File: config.mk
export PLATFORM = sky130hd
export DESIGN_NAME = uart_modem_status_flow_ctrl
export DESIGN_NICKNAME = d
export VERILOG_FILES = /design/src/hdl/uart_msfc_pkg.sv /design/src/hdl/uart_modem_status_flow_ctrl.sv
export SDC_FILE = /design/constraint.sdc
export NUM_CORES = 1
export LEC_CHECK = 0
export ABC_CLOCK_PERIOD_IN_PS = 3800
export BUFFER_PORTS_ARGS = -buffer_cell sky130_fd_sc_hd__buf_2
export CORE_UTILIZATION = 50
export DETAILED_ROUTE_END_ITERATION = 10
export PLACE_DENSITY = 0.78
export SKIP_LAST_GASP = 1
export SLEW_MARGIN = 20
export SYNTH_ARGS = -nofsm -noshare
export SYNTH_HDL_FRONTEND = slang
export SYNTH_SLANG_ARGS = --single-unit
File: constraint.sdc
create_clock -name core_clk -period 3.8 [get_ports core_clk]
set_input_delay 0.19 -clock core_clk [delete_from_list [all_inputs] [get_ports core_clk]]
set_output_delay 0.19 -clock core_clk [all_outputs]
set_load 0.02 [all_outputs]
File: src/hdl/uart_msfc_pkg.sv
`default_nettype none
package uart_msfc_pkg;
	// ----------------------------------------------------------------
	// Register offsets on the 4-bit register port
	// ----------------------------------------------------------------
	localparam logic [3:0] OFF_MODEM_OUT = 4'h0;
	localparam logic [3:0] OFF_MODEM_LINE = 4'h1;
	localparam logic [3:0] OFF_SCRATCH = 4'h2;
	localparam logic [3:0] OFF_ENH_FEAT = 4'h3;
	localparam logic [3:0] OFF_INT_SRC = 4'h4;
	localparam logic [3:0] OFF_ON_CHAR1 = 4'h5;
	localparam logic [3:0] OFF_ON_CHAR2 = 4'h6;
	localparam logic [3:0] OFF_STOP_CHAR1 = 4'h7;
	localparam logic [3:0] OFF_STOP_CHAR2 = 4'h8;

	// ----------------------------------------------------------------
	// Field positions
	// ----------------------------------------------------------------
	localparam int MOC_DTR = 0;
	localparam int MOC_RTS = 1;
	localparam int MOC_OUT1 = 2;
	localparam int MOC_OUT2 = 3;
	localparam int MOC_LOOP = 4;
	localparam int EFC_AUTO_CTS = 7;
	localparam int EFC_AUTO_RTS = 6;
	localparam int EFC_SPECIAL = 5;
	localparam int ISS_SPECIAL = 4;
	localparam int ISS_NONE = 0;
	// Status bit order inside the 4-bit line view: cd, ri, dsr, cts
	localparam int LV_CD = 3;
	localparam int LV_RI = 2;
	localparam int LV_DSR = 1;
	localparam int LV_CTS = 0;

	// ----------------------------------------------------------------
	// Reset values and counts
	// ----------------------------------------------------------------
	localparam logic [7:0] MOC_RESET = 8'h00;
	localparam logic [7:0] EFC_RESET = 8'h00;
	localparam logic [7:0] SCRATCH_RESET = 8'hff;
	localparam logic [7:0] CHAR_RESET = 8'h00;
	localparam logic [1:0] PRIME_CYCLES = 2'h3;
	localparam logic [1:0] RXCMP_NONE = 2'h0;
	localparam logic [1:0] RXCMP_PAIR2 = 2'h1;
	localparam logic [1:0] RXCMP_PAIR1 = 2'h2;
	localparam logic [1:0] RXCMP_BOTH = 2'h3;

	// ----------------------------------------------------------------
	// Carriers
	// ----------------------------------------------------------------
	typedef struct packed {
		logic [3:0] addr;
		logic [7:0] wdata;
		logic wr;
		logic rd;
	} reg_req_t;

	// Handshake inputs, all active low at the pins
	typedef struct packed {
		logic cd_n;
		logic ri_n;
		logic dsr_n;
		logic cts_n;
	} modem_in_t;

	// Two-character sequence tracking
	typedef enum logic [1:0] {
		SEQ_IDLE = 2'b00,
		SEQ_GOT_ON = 2'b01,
		SEQ_GOT_OFF = 2'b10
	} seq_state_t;
endpackage
`default_nettype wire

File: src/hdl/uart_modem_status_flow_ctrl.sv
`default_nettype none
module uart_modem_status_flow_ctrl #(
	parameter int LEVEL_W = 6
) (
	input wire logic core_clk,
	input wire logic nrst,
	input wire uart_msfc_pkg::reg_req_t reg_req,
	output logic [7:0] reg_rdata,
	input wire uart_msfc_pkg::modem_in_t modem_in,
	output logic dtr_n,
	output logic rts_n,
	output logic out1_n,
	output logic out2_n,
	output logic modem_irq,
	output logic tx_enable,
	output logic [1:0] tx_flow_sel,
	input wire logic [LEVEL_W-1:0] rx_count,
	input wire logic [LEVEL_W-1:0] trig_level,
	input wire logic [LEVEL_W-1:0] trig_next,
	input wire logic [LEVEL_W-1:0] trig_lower,
	output logic rx_trig_irq,
	input wire logic rx_valid,
	input wire logic [7:0] rx_char,
	output logic rx_store_valid,
	output logic [7:0] rx_store_data,
	output logic rx_on_hit,
	output logic rx_off_hit,
	output logic special_flag
);
	// ----------------------------------------------------------------
	// Character compare, all eight bits of register against character
	// ----------------------------------------------------------------
	function automatic logic char_eq(input logic [7:0] a,
		input logic [7:0] b);
		char_eq = (a == b);
	endfunction

	// ----------------------------------------------------------------
	// Registers
	// ----------------------------------------------------------------
	logic [7:0] moc_q; // Modem output control
	logic [7:0] efc_q; // Enhanced feature control
	logic [7:0] scratch_q; // Scratch storage
	logic [7:0] on1_q, on2_q, off1_q, off2_q; // Flow characters
	logic [3:0] flags_q; // Change flags cd, ri, dsr, cts
	logic [3:0] sync1_q, sync2_q; // Pin synchroniser stages
	logic [3:0] prev_q; // Line view one cycle back
	logic [1:0] prime_q; // Cycles since reset release
	logic rts_hold_q; // Auto RTS deasserted
	logic special_q; // Special character seen
	uart_msfc_pkg::seq_state_t seq_q, seq_d;

	// ----------------------------------------------------------------
	// Address decode
	// ----------------------------------------------------------------
	wire wr = reg_req.wr;
	wire rd = reg_req.rd;
	wire [3:0] ad = reg_req.addr;
	wire wr_moc = wr && (ad == uart_msfc_pkg::OFF_MODEM_OUT);
	wire wr_efc = wr && (ad == uart_msfc_pkg::OFF_ENH_FEAT);
	wire wr_scr = wr && (ad == uart_msfc_pkg::OFF_SCRATCH);
	wire wr_on1 = wr && (ad == uart_msfc_pkg::OFF_ON_CHAR1);
	wire wr_on2 = wr && (ad == uart_msfc_pkg::OFF_ON_CHAR2);
	wire wr_off1 = wr && (ad == uart_msfc_pkg::OFF_STOP_CHAR1);
	wire wr_off2 = wr && (ad == uart_msfc_pkg::OFF_STOP_CHAR2);
	wire rd_line = rd && (ad == uart_msfc_pkg::OFF_MODEM_LINE);
	wire rd_isrc = rd && (ad == uart_msfc_pkg::OFF_INT_SRC);

	// ----------------------------------------------------------------
	// Line view: pins or looped-back control bits
	// ----------------------------------------------------------------
	wire loop = moc_q[uart_msfc_pkg::MOC_LOOP];
	wire [3:0] pin_view = ~sync2_q;
	// Loopback order cd<-out2, ri<-out1, dsr<-dtr, cts<-rts
	wire [3:0] loop_view = {moc_q[uart_msfc_pkg::MOC_OUT2],
		moc_q[uart_msfc_pkg::MOC_OUT1],
		moc_q[uart_msfc_pkg::MOC_DTR],
		moc_q[uart_msfc_pkg::MOC_RTS]};
	wire [3:0] line_view = loop ? loop_view : pin_view;
	wire primed = (prime_q == uart_msfc_pkg::PRIME_CYCLES);
	// Ring flag on pin low-to-high, i.e. status bit falling
	wire [3:0] chg = primed ? {line_view[3] ^ prev_q[3],
		prev_q[2] & ~line_view[2],
		line_view[1:0] ^ prev_q[1:0]} : 4'h0;
	wire [7:0] line_word = {line_view, flags_q};

	// ----------------------------------------------------------------
	// Input synchroniser and priming
	// ----------------------------------------------------------------
	// Stage one feeds only stage two; prime blocks reset-time flags
	always_ff @(posedge core_clk or negedge nrst) begin
		if (!nrst) begin
			sync1_q <= 4'hf;
			sync2_q <= 4'hf;
			prev_q <= 4'h0;
			prime_q <= 2'h0;
		end else begin
			sync1_q <= modem_in;
			sync2_q <= sync1_q;
			prev_q <= line_view;
			if (!primed) begin
				prime_q <= prime_q + 2'h1;
			end
		end
	end

	// ----------------------------------------------------------------
	// Change flags: set wins over read clear
	// ----------------------------------------------------------------
	always_ff @(posedge core_clk or negedge nrst) begin
		if (!nrst) begin
			flags_q <= 4'h0;
		end else begin
			flags_q <= (flags_q & {4{~rd_line}}) | chg;
		end
	end

	assign modem_irq = |flags_q;

	// ----------------------------------------------------------------
	// Writable registers
	// ----------------------------------------------------------------
	always_ff @(posedge core_clk or negedge nrst) begin
		if (!nrst) begin
			moc_q <= uart_msfc_pkg::MOC_RESET;
			efc_q <= uart_msfc_pkg::EFC_RESET;
			scratch_q <= uart_msfc_pkg::SCRATCH_RESET;
			on1_q <= uart_msfc_pkg::CHAR_RESET;
			on2_q <= uart_msfc_pkg::CHAR_RESET;
			off1_q <= uart_msfc_pkg::CHAR_RESET;
			off2_q <= uart_msfc_pkg::CHAR_RESET;
		end else begin
			if (wr_moc) begin
				moc_q <= reg_req.wdata;
			end
			if (wr_efc) begin
				efc_q <= reg_req.wdata;
			end
			if (wr_scr) begin
				scratch_q <= reg_req.wdata;
			end
			if (wr_on1) begin
				on1_q <= reg_req.wdata;
			end
			if (wr_on2) begin
				on2_q <= reg_req.wdata;
			end
			if (wr_off1) begin
				off1_q <= reg_req.wdata;
			end
			if (wr_off2) begin
				off2_q <= reg_req.wdata;
			end
		end
	end

	// ----------------------------------------------------------------
	// Read mux, data one cycle after the strobe
	// ----------------------------------------------------------------
	logic [7:0] rd_mux;
	wire [7:0] isrc_word = {3'h0, special_q, 3'h0,
		~(special_q | modem_irq)};
	always_comb begin
		case (ad)
			uart_msfc_pkg::OFF_MODEM_OUT: rd_mux = moc_q;
			uart_msfc_pkg::OFF_MODEM_LINE: rd_mux = line_word;
			uart_msfc_pkg::OFF_SCRATCH: rd_mux = scratch_q;
			uart_msfc_pkg::OFF_ENH_FEAT: rd_mux = efc_q;
			uart_msfc_pkg::OFF_INT_SRC: rd_mux = isrc_word;
			uart_msfc_pkg::OFF_ON_CHAR1: rd_mux = on1_q;
			uart_msfc_pkg::OFF_ON_CHAR2: rd_mux = on2_q;
			uart_msfc_pkg::OFF_STOP_CHAR1: rd_mux = off1_q;
			uart_msfc_pkg::OFF_STOP_CHAR2: rd_mux = off2_q;
			default: rd_mux = 8'h00; // Unmapped reads zero
		endcase
	end

	// Read data held until the next read
	always_ff @(posedge core_clk or negedge nrst) begin
		if (!nrst) begin
			reg_rdata <= 8'h00;
		end else if (rd) begin
			reg_rdata <= rd_mux;
		end
	end

	// ----------------------------------------------------------------
	// Hardware flow control
	// ----------------------------------------------------------------
	wire auto_cts = efc_q[uart_msfc_pkg::EFC_AUTO_CTS];
	wire auto_rts = efc_q[uart_msfc_pkg::EFC_AUTO_RTS];
	// Halt while CTS pin high, i.e. status bit low
	assign tx_enable = !auto_cts || line_view[uart_msfc_pkg::LV_CTS];
	assign rx_trig_irq = auto_rts && (rx_count >= trig_level);

	// Hysteresis between next trigger and next lower level
	always_ff @(posedge core_clk or negedge nrst) begin
		if (!nrst) begin
			rts_hold_q <= 1'b0;
		end else if (!auto_rts) begin
			rts_hold_q <= 1'b0;
		end else if (rx_count >= trig_next) begin
			rts_hold_q <= 1'b1;
		end else if (rx_count < trig_lower) begin
			rts_hold_q <= 1'b0;
		end
	end

	// Pins idle high in loopback so the far end sees nothing
	assign dtr_n = loop || !moc_q[uart_msfc_pkg::MOC_DTR];
	assign rts_n = loop || rts_hold_q
		|| !moc_q[uart_msfc_pkg::MOC_RTS];
	assign out1_n = loop || !moc_q[uart_msfc_pkg::MOC_OUT1];
	assign out2_n = loop || !moc_q[uart_msfc_pkg::MOC_OUT2];
	assign tx_flow_sel = efc_q[3:2];

	// ----------------------------------------------------------------
	// Receive compare: single pairs, dual sequence, special detect
	// ----------------------------------------------------------------
	wire [1:0] rx_sel = efc_q[1:0];
	wire special_en = efc_q[uart_msfc_pkg::EFC_SPECIAL];
	// Special detect assumes software has zeroed the selection field
	wire special_hit = special_en && rx_valid
		&& char_eq(rx_char, off2_q);
	logic on_hit_d, off_hit_d;

	// Pair selection and two-character sequence
	always_comb begin
		on_hit_d = 1'b0;
		off_hit_d = 1'b0;
		seq_d = seq_q;
		case (rx_sel)
			uart_msfc_pkg::RXCMP_PAIR1: begin
				on_hit_d = rx_valid && char_eq(rx_char, on1_q);
				off_hit_d = rx_valid && char_eq(rx_char, off1_q);
				seq_d = uart_msfc_pkg::SEQ_IDLE;
			end
			uart_msfc_pkg::RXCMP_PAIR2: begin
				on_hit_d = rx_valid && char_eq(rx_char, on2_q);
				off_hit_d = rx_valid && char_eq(rx_char, off2_q);
				seq_d = uart_msfc_pkg::SEQ_IDLE;
			end
			uart_msfc_pkg::RXCMP_BOTH: begin
				if (rx_valid) begin
					// Second char completes; else restart on first
					on_hit_d = (seq_q == uart_msfc_pkg::SEQ_GOT_ON)
						&& char_eq(rx_char, on2_q);
					off_hit_d = (seq_q == uart_msfc_pkg::SEQ_GOT_OFF)
						&& char_eq(rx_char, off2_q);
					if (char_eq(rx_char, on1_q)) begin
						seq_d = uart_msfc_pkg::SEQ_GOT_ON;
					end else if (char_eq(rx_char, off1_q)) begin
						seq_d = uart_msfc_pkg::SEQ_GOT_OFF;
					end else begin
						seq_d = uart_msfc_pkg::SEQ_IDLE;
					end
				end
			end
			default: begin
				seq_d = uart_msfc_pkg::SEQ_IDLE;
			end
		endcase
	end

	// Pass-through store plus compare results, one cycle late
	always_ff @(posedge core_clk or negedge nrst) begin
		if (!nrst) begin
			seq_q <= uart_msfc_pkg::SEQ_IDLE;
			rx_store_valid <= 1'b0;
			rx_store_data <= 8'h00;
			rx_on_hit <= 1'b0;
			rx_off_hit <= 1'b0;
			special_q <= 1'b0;
		end else begin
			seq_q <= seq_d;
			rx_store_valid <= rx_valid;
			if (rx_valid) begin
				rx_store_data <= rx_char;
			end
			rx_on_hit <= on_hit_d;
			rx_off_hit <= off_hit_d;
			// Hit wins over the clearing read
			special_q <= (special_q && !rd_isrc) || special_hit;
		end
	end

	assign special_flag = special_q;

	// Receiver set to compare both pairs as one sequence
	wire dual_sel = (rx_sel == uart_msfc_pkg::RXCMP_BOTH);
endmodule
`default_nettype wire

## After elaboration in Yosys (flattened, before gate mapping)

Cells that the tools add are included.

| cells by class | value |
|---|---|
| add/subtract/negate cells | 1 |
| $lt $le $gt $ge | 3 |
| equality and inequality tests | 20 |
| muxes and demuxes | 14 |
| bitwise logic cells | 10 |
| reductions and logical operators | 34 |

Operators by type and width:

| cell | number |
|---|---|
| 8-bit case mux with 9 select lines | 1 |
| 8-bit equality test | 4 |
| 1-bit logical AND | 19 |
| 4-bit by 3-bit equality test with 1-bit output, second input constant | 4 |
| 6-bit >= comparator | 2 |
| 2-bit equality test, second input constant | 4 |
| 4-bit by 2-bit equality test with 1-bit output, second input constant | 2 |
| 2-bit two-way mux | 4 |
| 4-bit two-way mux | 2 |
| 1-bit logical OR | 7 |
| 1-bit zero test | 6 |
| 6-bit less-than comparator | 1 |
| 1-bit case mux with 3 select lines | 2 |
| 1-bit two-way mux | 5 |
| 4-bit bitwise AND | 1 |
| 2-bit by 1-bit equality test with 1-bit output, second input constant | 2 |
| 4-bit by 1-bit equality test with 1-bit output, second input constant | 1 |
| 4-bit equality test, second input constant | 1 |
| 4-bit zero test | 1 |
| 4-bit inverter | 1 |
| 4-bit OR | 1 |
| 4-bit OR reduction | 1 |
| 3-bit by 1-bit != test with 1-bit output, second input constant | 1 |
| 1-bit inverter | 3 |
| 6 further kinds | 6 |

| storage, ports and cells | value |
|---|---|
| register bits | 97 |
| input bits | 53 |
| output and inout port bits | 29 |
| word-level logic and storage cells | 102 |

## Logic depth before layout (Yosys ltp)

Gate-level depths: netlist of the first run.

| logic depth | value |
|---|---|
| depth in word-level cells | 6 |
| gate-level depth with buffers | 7 |
| gate-level depth less buffers | 7 |

## Worst setup path before layout of the first run

Ideal clock, no wire load.

| timing | value |
|---|---|
| path type | register to register |
| from | register flags_q[3] |
| to | register reg_rdata[0] |
| library setup time | 0.083 ns |
| data arrival time | 1.365 ns |
| data required time | 3.717 ns |
| slack | 2.352 ns |
| cell stages (with the launch flop) | 5 |
| buffers on the path | 0 |
| clock period less this slack | 1.448 ns |
| cell sequence | dfrtp_1 -> or4_1 -> nor3_1 -> nor4_1 -> o22ai_1 |

| on the way | value |
|---|---|
| cells in the longest elaborated chain, start to end | 4 |

RTL lines:

| what | line | source |
|---|---|---|
| start: declaration | uart_modem_status_flow_ctrl.sv:45 | `logic [3:0] flags_q;` |
| start signal: assignment | uart_modem_status_flow_ctrl.sv:114 | `flags_q <= (flags_q & {4{~rd_line}}) \| chg;` |
| 4-bit OR reduction | uart_modem_status_flow_ctrl.sv:118 | `assign modem_irq = \|flags_q;` |
| named net modem_irq | uart_modem_status_flow_ctrl.sv:14 | `output logic modem_irq,` |
| 1-bit OR | uart_modem_status_flow_ctrl.sv:162 | `~(special_q \| modem_irq)};` |
| 1-bit inverter | uart_modem_status_flow_ctrl.sv:162 |  |
| 8-bit case mux with 9 select lines | uart_modem_status_flow_ctrl.sv:164 | `case (ad)` |
| end signal: assignment | uart_modem_status_flow_ctrl.sv:183 | `reg_rdata <= rd_mux;` |
| end: declaration | uart_modem_status_flow_ctrl.sv:8 | `output logic [7:0] reg_rdata,` |

The timed path passes the listed nets, and every way through them passes these cells.
A chain may end at the register's enable or synchronous reset.

## Worst setup path after layout of the first run

| timing | value |
|---|---|
| from | register moc_q[4] |
| to | output tx_enable |

| on the way | value |
|---|---|
| cells in the longest elaborated chain, start to end | 2 |

RTL lines:

| what | line | source |
|---|---|---|
| start: declaration | uart_modem_status_flow_ctrl.sv:41 | `logic [7:0] moc_q;` |
| start signal: assignment | uart_modem_status_flow_ctrl.sv:125 | `moc_q <= uart_msfc_pkg::MOC_RESET;` |
| start signal: assignment | uart_modem_status_flow_ctrl.sv:134 | `moc_q <= reg_req.wdata;` |
| 4-bit two-way mux | uart_modem_status_flow_ctrl.sv:79 | `wire [3:0] line_view = loop ? loop_view : pin_view;` |
| 1-bit logical OR | uart_modem_status_flow_ctrl.sv:193 | `assign tx_enable = !auto_cts \|\| line_view[uart_msfc_pkg::LV_CTS];` |
| end: declaration | uart_modem_status_flow_ctrl.sv:15 | `output logic tx_enable,` |

No other way between the ends.

==> impl_metrics.yaml, run 1 <==
synthesis:
  synth.avg_cell_area_sq_um: 11.54
  synth.area.top_cells: "dfrtp_1 39%, mux2_2 15%, dfstp_2 8.1%, xnor2_1 5.9%, ha_1 5.1%"
  synth_top_area_cell: "dfrtp_1"
  mux_cell_area_share_after_synthesis_pct: 18.19
  ys_seq_elements: 97
  synth_top_family_by_area: "multiplexers"
  synth.yosys.warnings: 0
  synth-async-reset-ratio_pct: 100.0
  most_instantiated_library_cell_after_synthesis: "dfrtp_1"
  synth_sequential_area_ratio_pct: 47.13
  netlist_top_cells_count: "81 x dfrtp_1, 67 x mux2_2, 35 x xnor2_1"
  synth_xor_area_share_pct: 6.072
  synthFlopType: "dfrtp_1"
  post_synth_and_or_nand_nor_area_fraction_pct: 9.566
  syn-num-nets: 524
  mappedNetlistArea_sq_mm: 0.005192
  synth_edf_count: 0
  post-synth-top-area-fraction_pct: 39.04
  synth_fa_ha_area_share_pct: 5.060
  synth_cell_types: 57
  post_synth_inst_count: 450
  synth_compound_area_share_pct: 9.108
routing:
  detailroute.wirelength.met2_mm: 5.955
  wire_length_on_met3_um: 782
  drt-wirelength-per-cell_um: 18.62
  post_drt_via_cell_ratio: 5.800
  postRouteAntennaNets: 0
  route.layer.met1.wl_mm: 5.322
  wirelength_mm: 12.27
  drc: 0
  highest-signal-layer: "met4"
  number_of_optimization_iterations_in_the_first_detailed_route_pass: 5
  vias: 3822
  detailedRoute.firstIterationViolations: 275
setup_path:
  cell_with_the_largest_stage_delay_on_the_worst_path: "dfrtp_1"
  worst-setup-path-type: "reg -> out"
  worst_ep_arrival_time_ns: 1.61
  cp-start-kind: "register"
  critPathCaptureType: "output pin"
  worstPathMaxFanout: 13
  critical_path.top_delay_family: "flip-flops"
  worstRegToRegCells: 4
  crit_buf_inv: 1
  r2r_start: "on2_q[6]$_DFFE_PN0P_"
  crit_chain: "mux2i_1, nand2_1, buf_2"
  setup.reg_to_reg.worst_slack_ns: 2.14
  crit-reg2reg-capture: "rx_on_hit$_DFF_PN0_"
  critical_path_required_ns: 3.61
  worst_path_largest_cell_delay_ns: 0.57
global_route:
  grt_max_degree: 85
  grt_antenna_before_repair: 0
  grtUsageTotal_pct: 23.92
  first_pass_grt_wire_length_mm: 20.00
  grt_pass1_vias: 3779
  global_route.overflow_total: 0
cells_and_area:
  post_layout_nonfiller_instances: 659
  postLayoutCoreUtil_pct: 59.57
  area_growth_syn_to_layout_pct: 13.69
  final_layout_size_suffix_gt1_share_pct: 36.50
  final_net_count: 595
  n_antenna_cell: 0
clock_tree:
  cts_max_level: 3
  inserted_clock_buffers: 9
  worst_skew_pair.late_latency_ns: 0.37
  cts_max_path_buffers: 2
  tritoncts_num_sinks: 97
  cts.reportedPaths.clkPinSlew_ns: 0.10
  clk_root_buffer_cell: "clkbuf_8"
  cts_tree: "yes"
placed_design:
  hpwl_mm: 9.023
  place_congestion: 0.8877
  total_placed_cells_including_tap_cells: 638
  buffer_ports.inserted: 81
sta:
  finalSetupTns_ns: 0
  timing.final.crit_period_ns: 1.798
  timing.final.max_slew_violations: 0
  fin_hold_ws_ns: 0.09074
  worst_clock_skew_ns: 0.01159
  setup_violations: 0
  slew_headroom_pct: 50.38
  fmax_mhz: 556.3
  max_slew.worst_pin.slew_ns: 0.7443
  fin_crit_sh_pct: 47.31
  report.final.hold_viol_count: 0
  rsz0062_at_grt: "false"
die:
  floorplan.io_pins: 82
  floorplan.rows: 36
  start_util_pct: 52.40
  floorplan.core_area_sq_mm: 0.009910
  die_width_um: 103.9
  die_height_um: 103.9
  floorplan.die_area_sq_mm: 0.01080
power_and_ir_drop:
  leakage_uw: 0.002621
  power.density_cell_area_mw_per_mm2: 471.8
  ir_worst_vdd_mv: 0.2813
hold_path:
  worst_hold_path_type: "in -> reg"
  worst_hold_path.num_cells: 1
  min_delay_worst_endpoint: "rx_store_valid$_DFF_PN0_"
  holdCritStartpoint: "rx_valid"
outcome:
  run_status: "finished clean"
job:
  max_cap_violations: 0
==> worst max-delay path by stage <==
| stage | from | slack, ns | cells after the start | endpoint |
|---|---|---|---|---|
| final | moc_q[4]$_DFFE_PN0P_ | 2.00 | 3 | tx_enable |
| after global routing | moc_q[4]$_DFFE_PN0P_ | 1.86 | 3 | tx_enable |
| after CTS | moc_q[4]$_DFFE_PN0P_ | 1.99 | 3 | tx_enable |
| after detailed placement | reg_req[10] | 1.86 | 5 | reg_rdata[2]$_DFFE_PN0P_ |
| after global placement | reg_req[10] | 1.92 | 5 | reg_rdata[2]$_DFFE_PN0P_ |
| after floorplan | flags_q[3]$_DFF_PN0_ | 2.35 | 4 | reg_rdata[0]$_DFFE_PN0P_ |
==> per-stage QoR <==
step	setup slack (ns)	total power (uW)	instance area, sq um
2_1_floorplan	2.352	1843	5192
3_3_place_gp	1.921	2044	5634
3_5_place_dp	1.861	2076	5634
4_1_cts	1.987	2787	5889
5_1_grt	1.861	2920	5903
6_report	2.002	2785	5903
==> per-layer routing <==
layer / vias up / global-route usage [%]
li1: 1743 / -
met1: 1898 / 32.38
met2: 153 / 38.48
met3: 28 / 5.326
met4: 0 / 7.347
met5: - / 0
==> logic make-up (layout without fill, tap and decap cells) <==
kind of cell	count (synthesis)	count (layout)
flops	97	97
compound gates	70	70
mux	79	79
buf+inv	57	133
xor+xnor	36	36
fa+ha+maj	21	21
simple gates	90	90
==> registers in the layout, indices dropped and copies added, names as in the netlist <==
| signal | flops |
|---|---|
| on2_q | 8 |
| seq_q | 2 |
| prev_q | 4 |
| prime_q | 2 |
| off2_q | 8 |
| rx_store_data | 8 |
| sync2_q | 4 |
| rx_store_valid | 1 |
| rts_hold_q | 1 |
| rx_on_hit | 1 |
| moc_q | 8 |
| flags_q | 4 |
| reg_rdata | 8 |
| scratch_q | 8 |
| on1_q | 8 |
| off1_q | 8 |
| sync1_q | 4 |
| efc_q | 8 |
| rx_off_hit | 1 |
| special_flag | 1 |
==> power by group <==
group | internal [uW] | leakage (uW) | switching (uW) | total (uW)
Sequential | 1230 | 0.00115 | 173 | 1400
Combinational | 341 | 0.00137 | 330 | 672
Clock | 344 | 0.000106 | 370 | 714
Total | 1910 | 0.00262 | 874 | 2790
==> area by class of cell <==
cell class | instances | area [sq um]
inverters | 30 | 112.6
well taps | 133 | 166.4
multi-input cells | 296 | 2492
clock buffers | 11 | 151.4
flip-flops and latches | 97 | 2447
repair buffers | 87 | 469.2
fillers | 840 | 4006
clock inverters | 5 | 63.81
==> worst reg2reg max path, stage by stage (launching register included) <==
cell	delay, ns
dfrtp_1	0.44
xnor2_1	0.29
nand4_1	0.21
or4_1	0.50
a21oi_1	0.15
==> what timing repair did <==
item,4_1_cts,5_1_grt
endpoints found under the setup margin,0,0
gates resized for setup,0,0
hold endpoints to repair,4,70
hold buffers,4,1
buffers inserted,0,0
==> cells in the final DEF, fill, tap and decap left out, drive strengths merged, types with 2 or more instances in the layout <==
master       instances
buf                 82
dfrtp               81
mux2                67
xnor2               35
inv                 30
nand2               22
ha                  21
o21ai               17
nor2                17
dfstp               16
a21oi               14
clkbuf              11
nand4                8
nor3                 8
mux2i                7
nand3                7
nand2b               6
a22o                 5
a22oi                5
nand3b               5
dlygate4sd3          5
mux4                 5
a32o                 4
a31oi                4
and2b                3
o22ai                3
a211oi               3
and3                 3
clkinv               3
or4                  2
a21o                 2
and2                 2
nor2b                2
o21a                 2
o211ai               2
(Power assumes the default switching activity.)
==> run 2: changes to the inputs <==
- ABC_CLOCK_PERIOD_IN_PS: 3800 -> 1840
- clock period: 3.8 -> 1.84 ns (I/O delays scaled with it)
==> impl_metrics.yaml, run 2 (synthesized netlist as in run 1, its figures left out) <==
global_route:
  global_route.overflow_total: 0
  grt_pass1_vias: 3852
  grt_max_degree: 98
  grt_antenna_before_repair: 0
  grtUsageTotal_pct: 23.62
  first_pass_grt_wire_length_mm: 19.83
sta:
  fin_crit_sh_pct: 91.98
  setup_violations: 0
  fin_ws_ns: 0.1475
  rsz0062_at_grt: "false"
  slew_headroom_pct: 65.08
  report.final.hold_viol_count: 0
  max_slew.worst_pin.slew_ns: 0.5237
  finalSetupTns_ns: 0
  timing.final.crit_period_ns: 1.692
  timing.final.max_slew_violations: 0
  fin_hold_ws_ns: 0.03525
  worst_clock_skew_ns: 0.01053
  fmax_mhz: 590.8
routing:
  number_of_optimization_iterations_in_the_first_detailed_route_pass: 5
  drc: 0
  vias: 3814
  post_drt_via_cell_ratio: 5.701
  wirelength_mm: 12.22
  detailedRoute.firstIterationViolations: 261
  drt-wirelength-per-cell_um: 18.26
  postRouteAntennaNets: 0
power_and_ir_drop:
  power.internal_uw: 3956
  ir_worst_vdd_mv: 0.4994
  seq_power_share_pct: 50.9
  sw_frac_of_total_pct: 30.59
  comb_power_share_pct: 24.3
  total_switching_power_uw: 1743
  power.density_cell_area_mw_per_mm2: 951.9
  leakage_uw: 0.002669
  clock_power_share_pct: 24.8
cells_and_area:
  post_layout_nonfiller_instances: 669
  area_growth_syn_to_layout_pct: 15.30
  layout.cells.most_common: "dfrtp_1"
  sequential_cell_area_sq_mm: 0.002447
  n_antenna_cell: 0
  num-fill-cells: 822
  multi_input_area_sq_mm: 0.002492
  final_layout_size_suffix_gt1_share_pct: 36.94
  final_net_count: 605
  final_cell_mix: "81 x dfrtp_1, 80 x buf_2, 67 x mux2_2, 35 x xnor2_1, 30 x inv_1"
  postLayoutCoreUtil_pct: 60.42
setup_path:
  cp-start-kind: "register"
  worstPathMaxFanout: 13
  crit_chain: "mux2i_1, nand2_1, buf_2"
  critical_path.top_delay_family: "flip-flops"
  worst_path_largest_cell_delay_ns: 0.58
  critPathCaptureType: "output pin"
  worst_ep_arrival_time_ns: 1.60
  worst-setup-path-type: "reg -> out"
  crit_buf_inv: 1
  cell_with_the_largest_stage_delay_on_the_worst_path: "dfrtp_1"
  critical_path_required_ns: 1.75
clock_tree:
  cts_max_level: 3
  cts-resized-gates: 0
  inserted_clock_buffers: 9
  cts_tree: "yes"
  worst_skew_pair.late_latency_ns: 0.37
  cts_max_path_buffers: 2
  cts.reportedPaths.clkPinSlew_ns: 0.08
  tritoncts_num_sinks: 97
  clk_root_buffer_cell: "clkbuf_8"
die:
  die_height_um: 103.9
  die_width_um: 103.9
  floorplan.io_pins: 82
  start_util_pct: 52.40
  floorplan.core_area_sq_mm: 0.009910
  floorplan.rows: 36
  floorplan.die_area_sq_mm: 0.01080
placed_design:
  buffer_ports.inserted: 81
  pre_cts_slack_ns: 0.1638
  hpwl_mm: 9.128
  place_congestion: 0.9389
  total_placed_cells_including_tap_cells: 647
outcome:
  run_status: "finished clean"
job:
  max_cap_violations: 0
hold_path:
  worst_hold_path_type: "in -> reg"
## run 2: cell count changes in the layout (fill, tap and decap cells not counted), sizes merged
cell         change
clkbuf           +3
dlygate4sd3      +1
clkinv           -3
buf              +9
## run 2: routing by layer
metal | vias up | track usage (%) | share of wire [%]
met5 | - | 0 | 0
met2 | 171 | 38.05 | 48
met1 | 1850 | 31.87 | 44
met3 | 35 | 3.008 | 5.1
met4 | 0 | 11.02 | 3.0
li1 | 1758 | - | -
## run 2: final timing paths
path / endpoint / from / slack [ns] / depth (start not counted)
worst max-delay path: tx_enable / moc_q[4]$_DFFE_PN0P_ / 0.15 / 3
worst min-delay path: efc_q[6]$_DFFE_PN0P_ / reg_req[8] / 0.04 / 3
worst max register to register: rx_on_hit$_DFF_PN0_ / on2_q[6]$_DFFE_PN0P_ / 0.25 / 4
worst min register to register: sync2_q[3]$_DFF_PN1_ / sync1_q[3]$_DFF_PN1_ / 0.36 / 0
max in group asynchronous: sync2_q[1]$_DFF_PN1_ / nrst / 1.11 / 3
min in group asynchronous: rx_store_valid$_DFF_PN0_ / nrst / 0.28 / 3
## run 2: power groups by stage
stage / Combinational, uW / Sequential, uW / Clock [uW]
after floorplan: 976 / 2830 / 0
after global placement: 1320 / 2920 / 0
after detailed placement: 1370 / 2930 / 0
after CTS: 1390 / 2890 / 1430
after global routing: 1520 / 2940 / 1510
final: 1390 / 2900 / 1410
## run 2: through the flow
| stage | power [uW] | cell area, sq um |
|---|---|---|
| 3_3_place_gp | 4239 | 5727 |
| 6_report | 5699 | 5987 |
| 4_1_cts | 5715 | 5987 |
| 2_1_floorplan | 3807 | 5192 |
| 5_1_grt | 5960 | 5987 |
| 3_5_place_dp | 4303 | 5727 |
## run 2: worst min-delay path, cell delays in order
cell and delay (ns):
buf_2 0.15, nand2_1 0.06, o21ai_0 0.06
## run 2: area by class of cell
type | instances | area share, %
multi-input combinational | 296 | 41.63
sequential | 97 | 40.88
inverter | 30 | 1.881
clock inverter | 2 | 0.6270
tap | 133 | 2.780
clock buffer | 14 | 2.717
timing repair buffer | 97 | 9.488
## run 2: timing repair
action / 4_1_cts / 5_1_grt
setup buffers: 0 / 0
hold endpoints to repair: 86 / 0
setup endpoints to repair: 0 / 0
hold buffers: 6 / 0
==> run 3: changes to the inputs <==
- HOLD_SLACK_MARGIN: default -> 0.06
==> impl_metrics.yaml, run 3 (synthesized netlist as in run 1, its figures left out) <==
setup_path:
  worstPathMaxFanout: 13
  cp-start-kind: "register"
  worstSetupStartpoint: "moc_q[4]$_DFFE_PN0P_"
  critPathCaptureType: "output pin"
  r2r_start: "on2_q[6]$_DFFE_PN0P_"
  worst_ep_arrival_time_ns: 1.60
  setup.reg_to_reg.worst_slack_ns: 0.26
  crit-reg2reg-capture: "rx_on_hit$_DFF_PN0_"
  critical_path_required_ns: 1.75
  worst-setup-path-type: "reg -> out"
  worstRegToRegCells: 4
  critical_path.endpoint: "tx_enable"
routing:
  wirelength_mm: 12.32
  highest-signal-layer: "met4"
  postRouteAntennaNets: 0
  wire_length_on_met3_um: 637
  number_of_optimization_iterations_in_the_first_detailed_route_pass: 4
  post_drt_via_cell_ratio: 5.647
  drt-wirelength-per-cell_um: 18.27
  route.layer.met1.wl_mm: 5.389
  drc: 0
  detailedRoute.firstIterationViolations: 282
  vias: 3806
  detailroute.wirelength.met2_mm: 5.921
sta:
  report.final.hold_viol_count: 0
  fin_ws_ns: 0.1460
  fin_crit_sh_pct: 92.07
  worst_clock_skew_ns: 0.01030
  setup_violations: 0
  rsz0062_at_grt: "false"
  slew_headroom_pct: 65.39
  timing.final.max_slew_violations: 0
  timing.final.crit_period_ns: 1.694
  finalSetupTns_ns: 0
  max_slew.worst_pin.slew_ns: 0.5177
  fmax_mhz: 590.3
global_route:
  first_pass_grt_wire_length_mm: 20.02
  grt_antenna_before_repair: 0
  grt_pass1_vias: 3871
  grt_max_degree: 98
  global_route.overflow_total: 0
  grtUsageTotal_pct: 23.82
cells_and_area:
  num-fill-cells: 817
  area_growth_syn_to_layout_pct: 16.27
  final_cell_mix: "81 x dfrtp_1, 80 x buf_2, 67 x mux2_2, 35 x xnor2_1, 30 x inv_1"
  final_layout_size_suffix_gt1_share_pct: 36.60
  layout.cells.most_common: "dfrtp_1"
  n_antenna_cell: 0
  multi_input_area_sq_mm: 0.002492
  post_layout_nonfiller_instances: 674
  final_net_count: 610
  sequential_cell_area_sq_mm: 0.002447
  postLayoutCellArea_sq_mm: 0.006037
clock_tree:
  cts.reportedPaths.clkPinSlew_ns: 0.09
  cts_tree: "yes"
  worst_skew_pair.late_latency_ns: 0.37
  tritoncts_num_sinks: 97
  cts_max_path_buffers: 2
  cts_max_level: 3
  clk_root_buffer_cell: "clkbuf_8"
  inserted_clock_buffers: 9
  cts-resized-gates: 0
die:
  die_width_um: 103.9
  die_height_um: 103.9
  start_util_pct: 52.40
  floorplan.die_area_sq_mm: 0.01080
  floorplan.rows: 36
  floorplan.core_area_sq_mm: 0.009910
  floorplan.io_pins: 82
power_and_ir_drop:
  ir_worst_vdd_mv: 0.5062
  power.density_cell_area_mw_per_mm2: 945.6
  power_uw: 5708
  leakage_uw: 0.002690
placed_design:
  place_congestion: 0.9389
  hpwl_mm: 9.128
  total_placed_cells_including_tap_cells: 647
  pre_cts_slack_ns: 0.1638
  post_dp_cell_area_sq_mm: 0.005727
  buffer_ports.inserted: 81
hold_path:
  worst_hold_path_type: "in -> reg"
  holdCritStartpoint: "rx_char[6]"
outcome:
  run_status: "finished clean"
job:
  max_cap_violations: 0
-- run 3: where the power goes --
part | leakage [uW] | switching [uW] | internal (uW)
Combinational | 0.00145 | 670 | 724
Clock | 0.0000969 | 709 | 706
Sequential | 0.00115 | 366 | 2530
-- run 3: worst max-delay path: stages, from the launching register on --
cell     delay, ns
dfrtp_1       0.58
mux2i_1       0.38
nand2_1       0.11
buf_2         0.17
-- run 3: area by class of cell --
cell class / count / area share (%)
Clock buffer: 14 / 2.694
Clock inverter: 2 / 0.6218
Inverter: 30 / 1.865
Multi-Input combinational cell: 296 / 41.28
Sequential cell: 97 / 40.54
Tap cell: 133 / 2.756
Timing Repair Buffer: 102 / 10.24
-- run 3: worst min-delay path by stage --
| stage | cells past startpoint | slack (ns) | to |
|---|---|---|---|
| floorplan | 0 | -0.20 | efc_q[0]$_DFFE_PN0P_ |
| global placement | 2 | 0.18 | rx_store_valid$_DFF_PN0_ |
| detailed placement | 2 | 0.18 | rx_store_data[7]$_DFFE_PN0P_ |
| CTS | 2 | 0.06 | rx_store_data[6]$_DFFE_PN0P_ |
| global route | 2 | 0.08 | rx_store_data[6]$_DFFE_PN0P_ |
| finish | 2 | 0.07 | rx_store_data[6]$_DFFE_PN0P_ |
-- run 3: repair_timing --
action,4_1_cts,5_1_grt
hold endpoints to repair,91,0
buffers inserted,0,0
hold buffers,11,0
-- run 3: routing by layer --
metal / vias to the layer above / GRT usage [%]
met4: 0 / 11.02
met3: 29 / 3.008
met5: - / 0
li1: 1765 / -
met1: 1856 / 32.07
met2: 156 / 38.52
-- run 3: per-stage QoR --
stage / utilization [%] / hold WS (ns)
finish: 60.92 / 0.06901
global route: 60.92 / 0.07623
CTS: 60.92 / 0.06115
detailed placement: 57.79 / 0.1817
global placement: 57.79 / 0.1752
floorplan: - / -0.2036
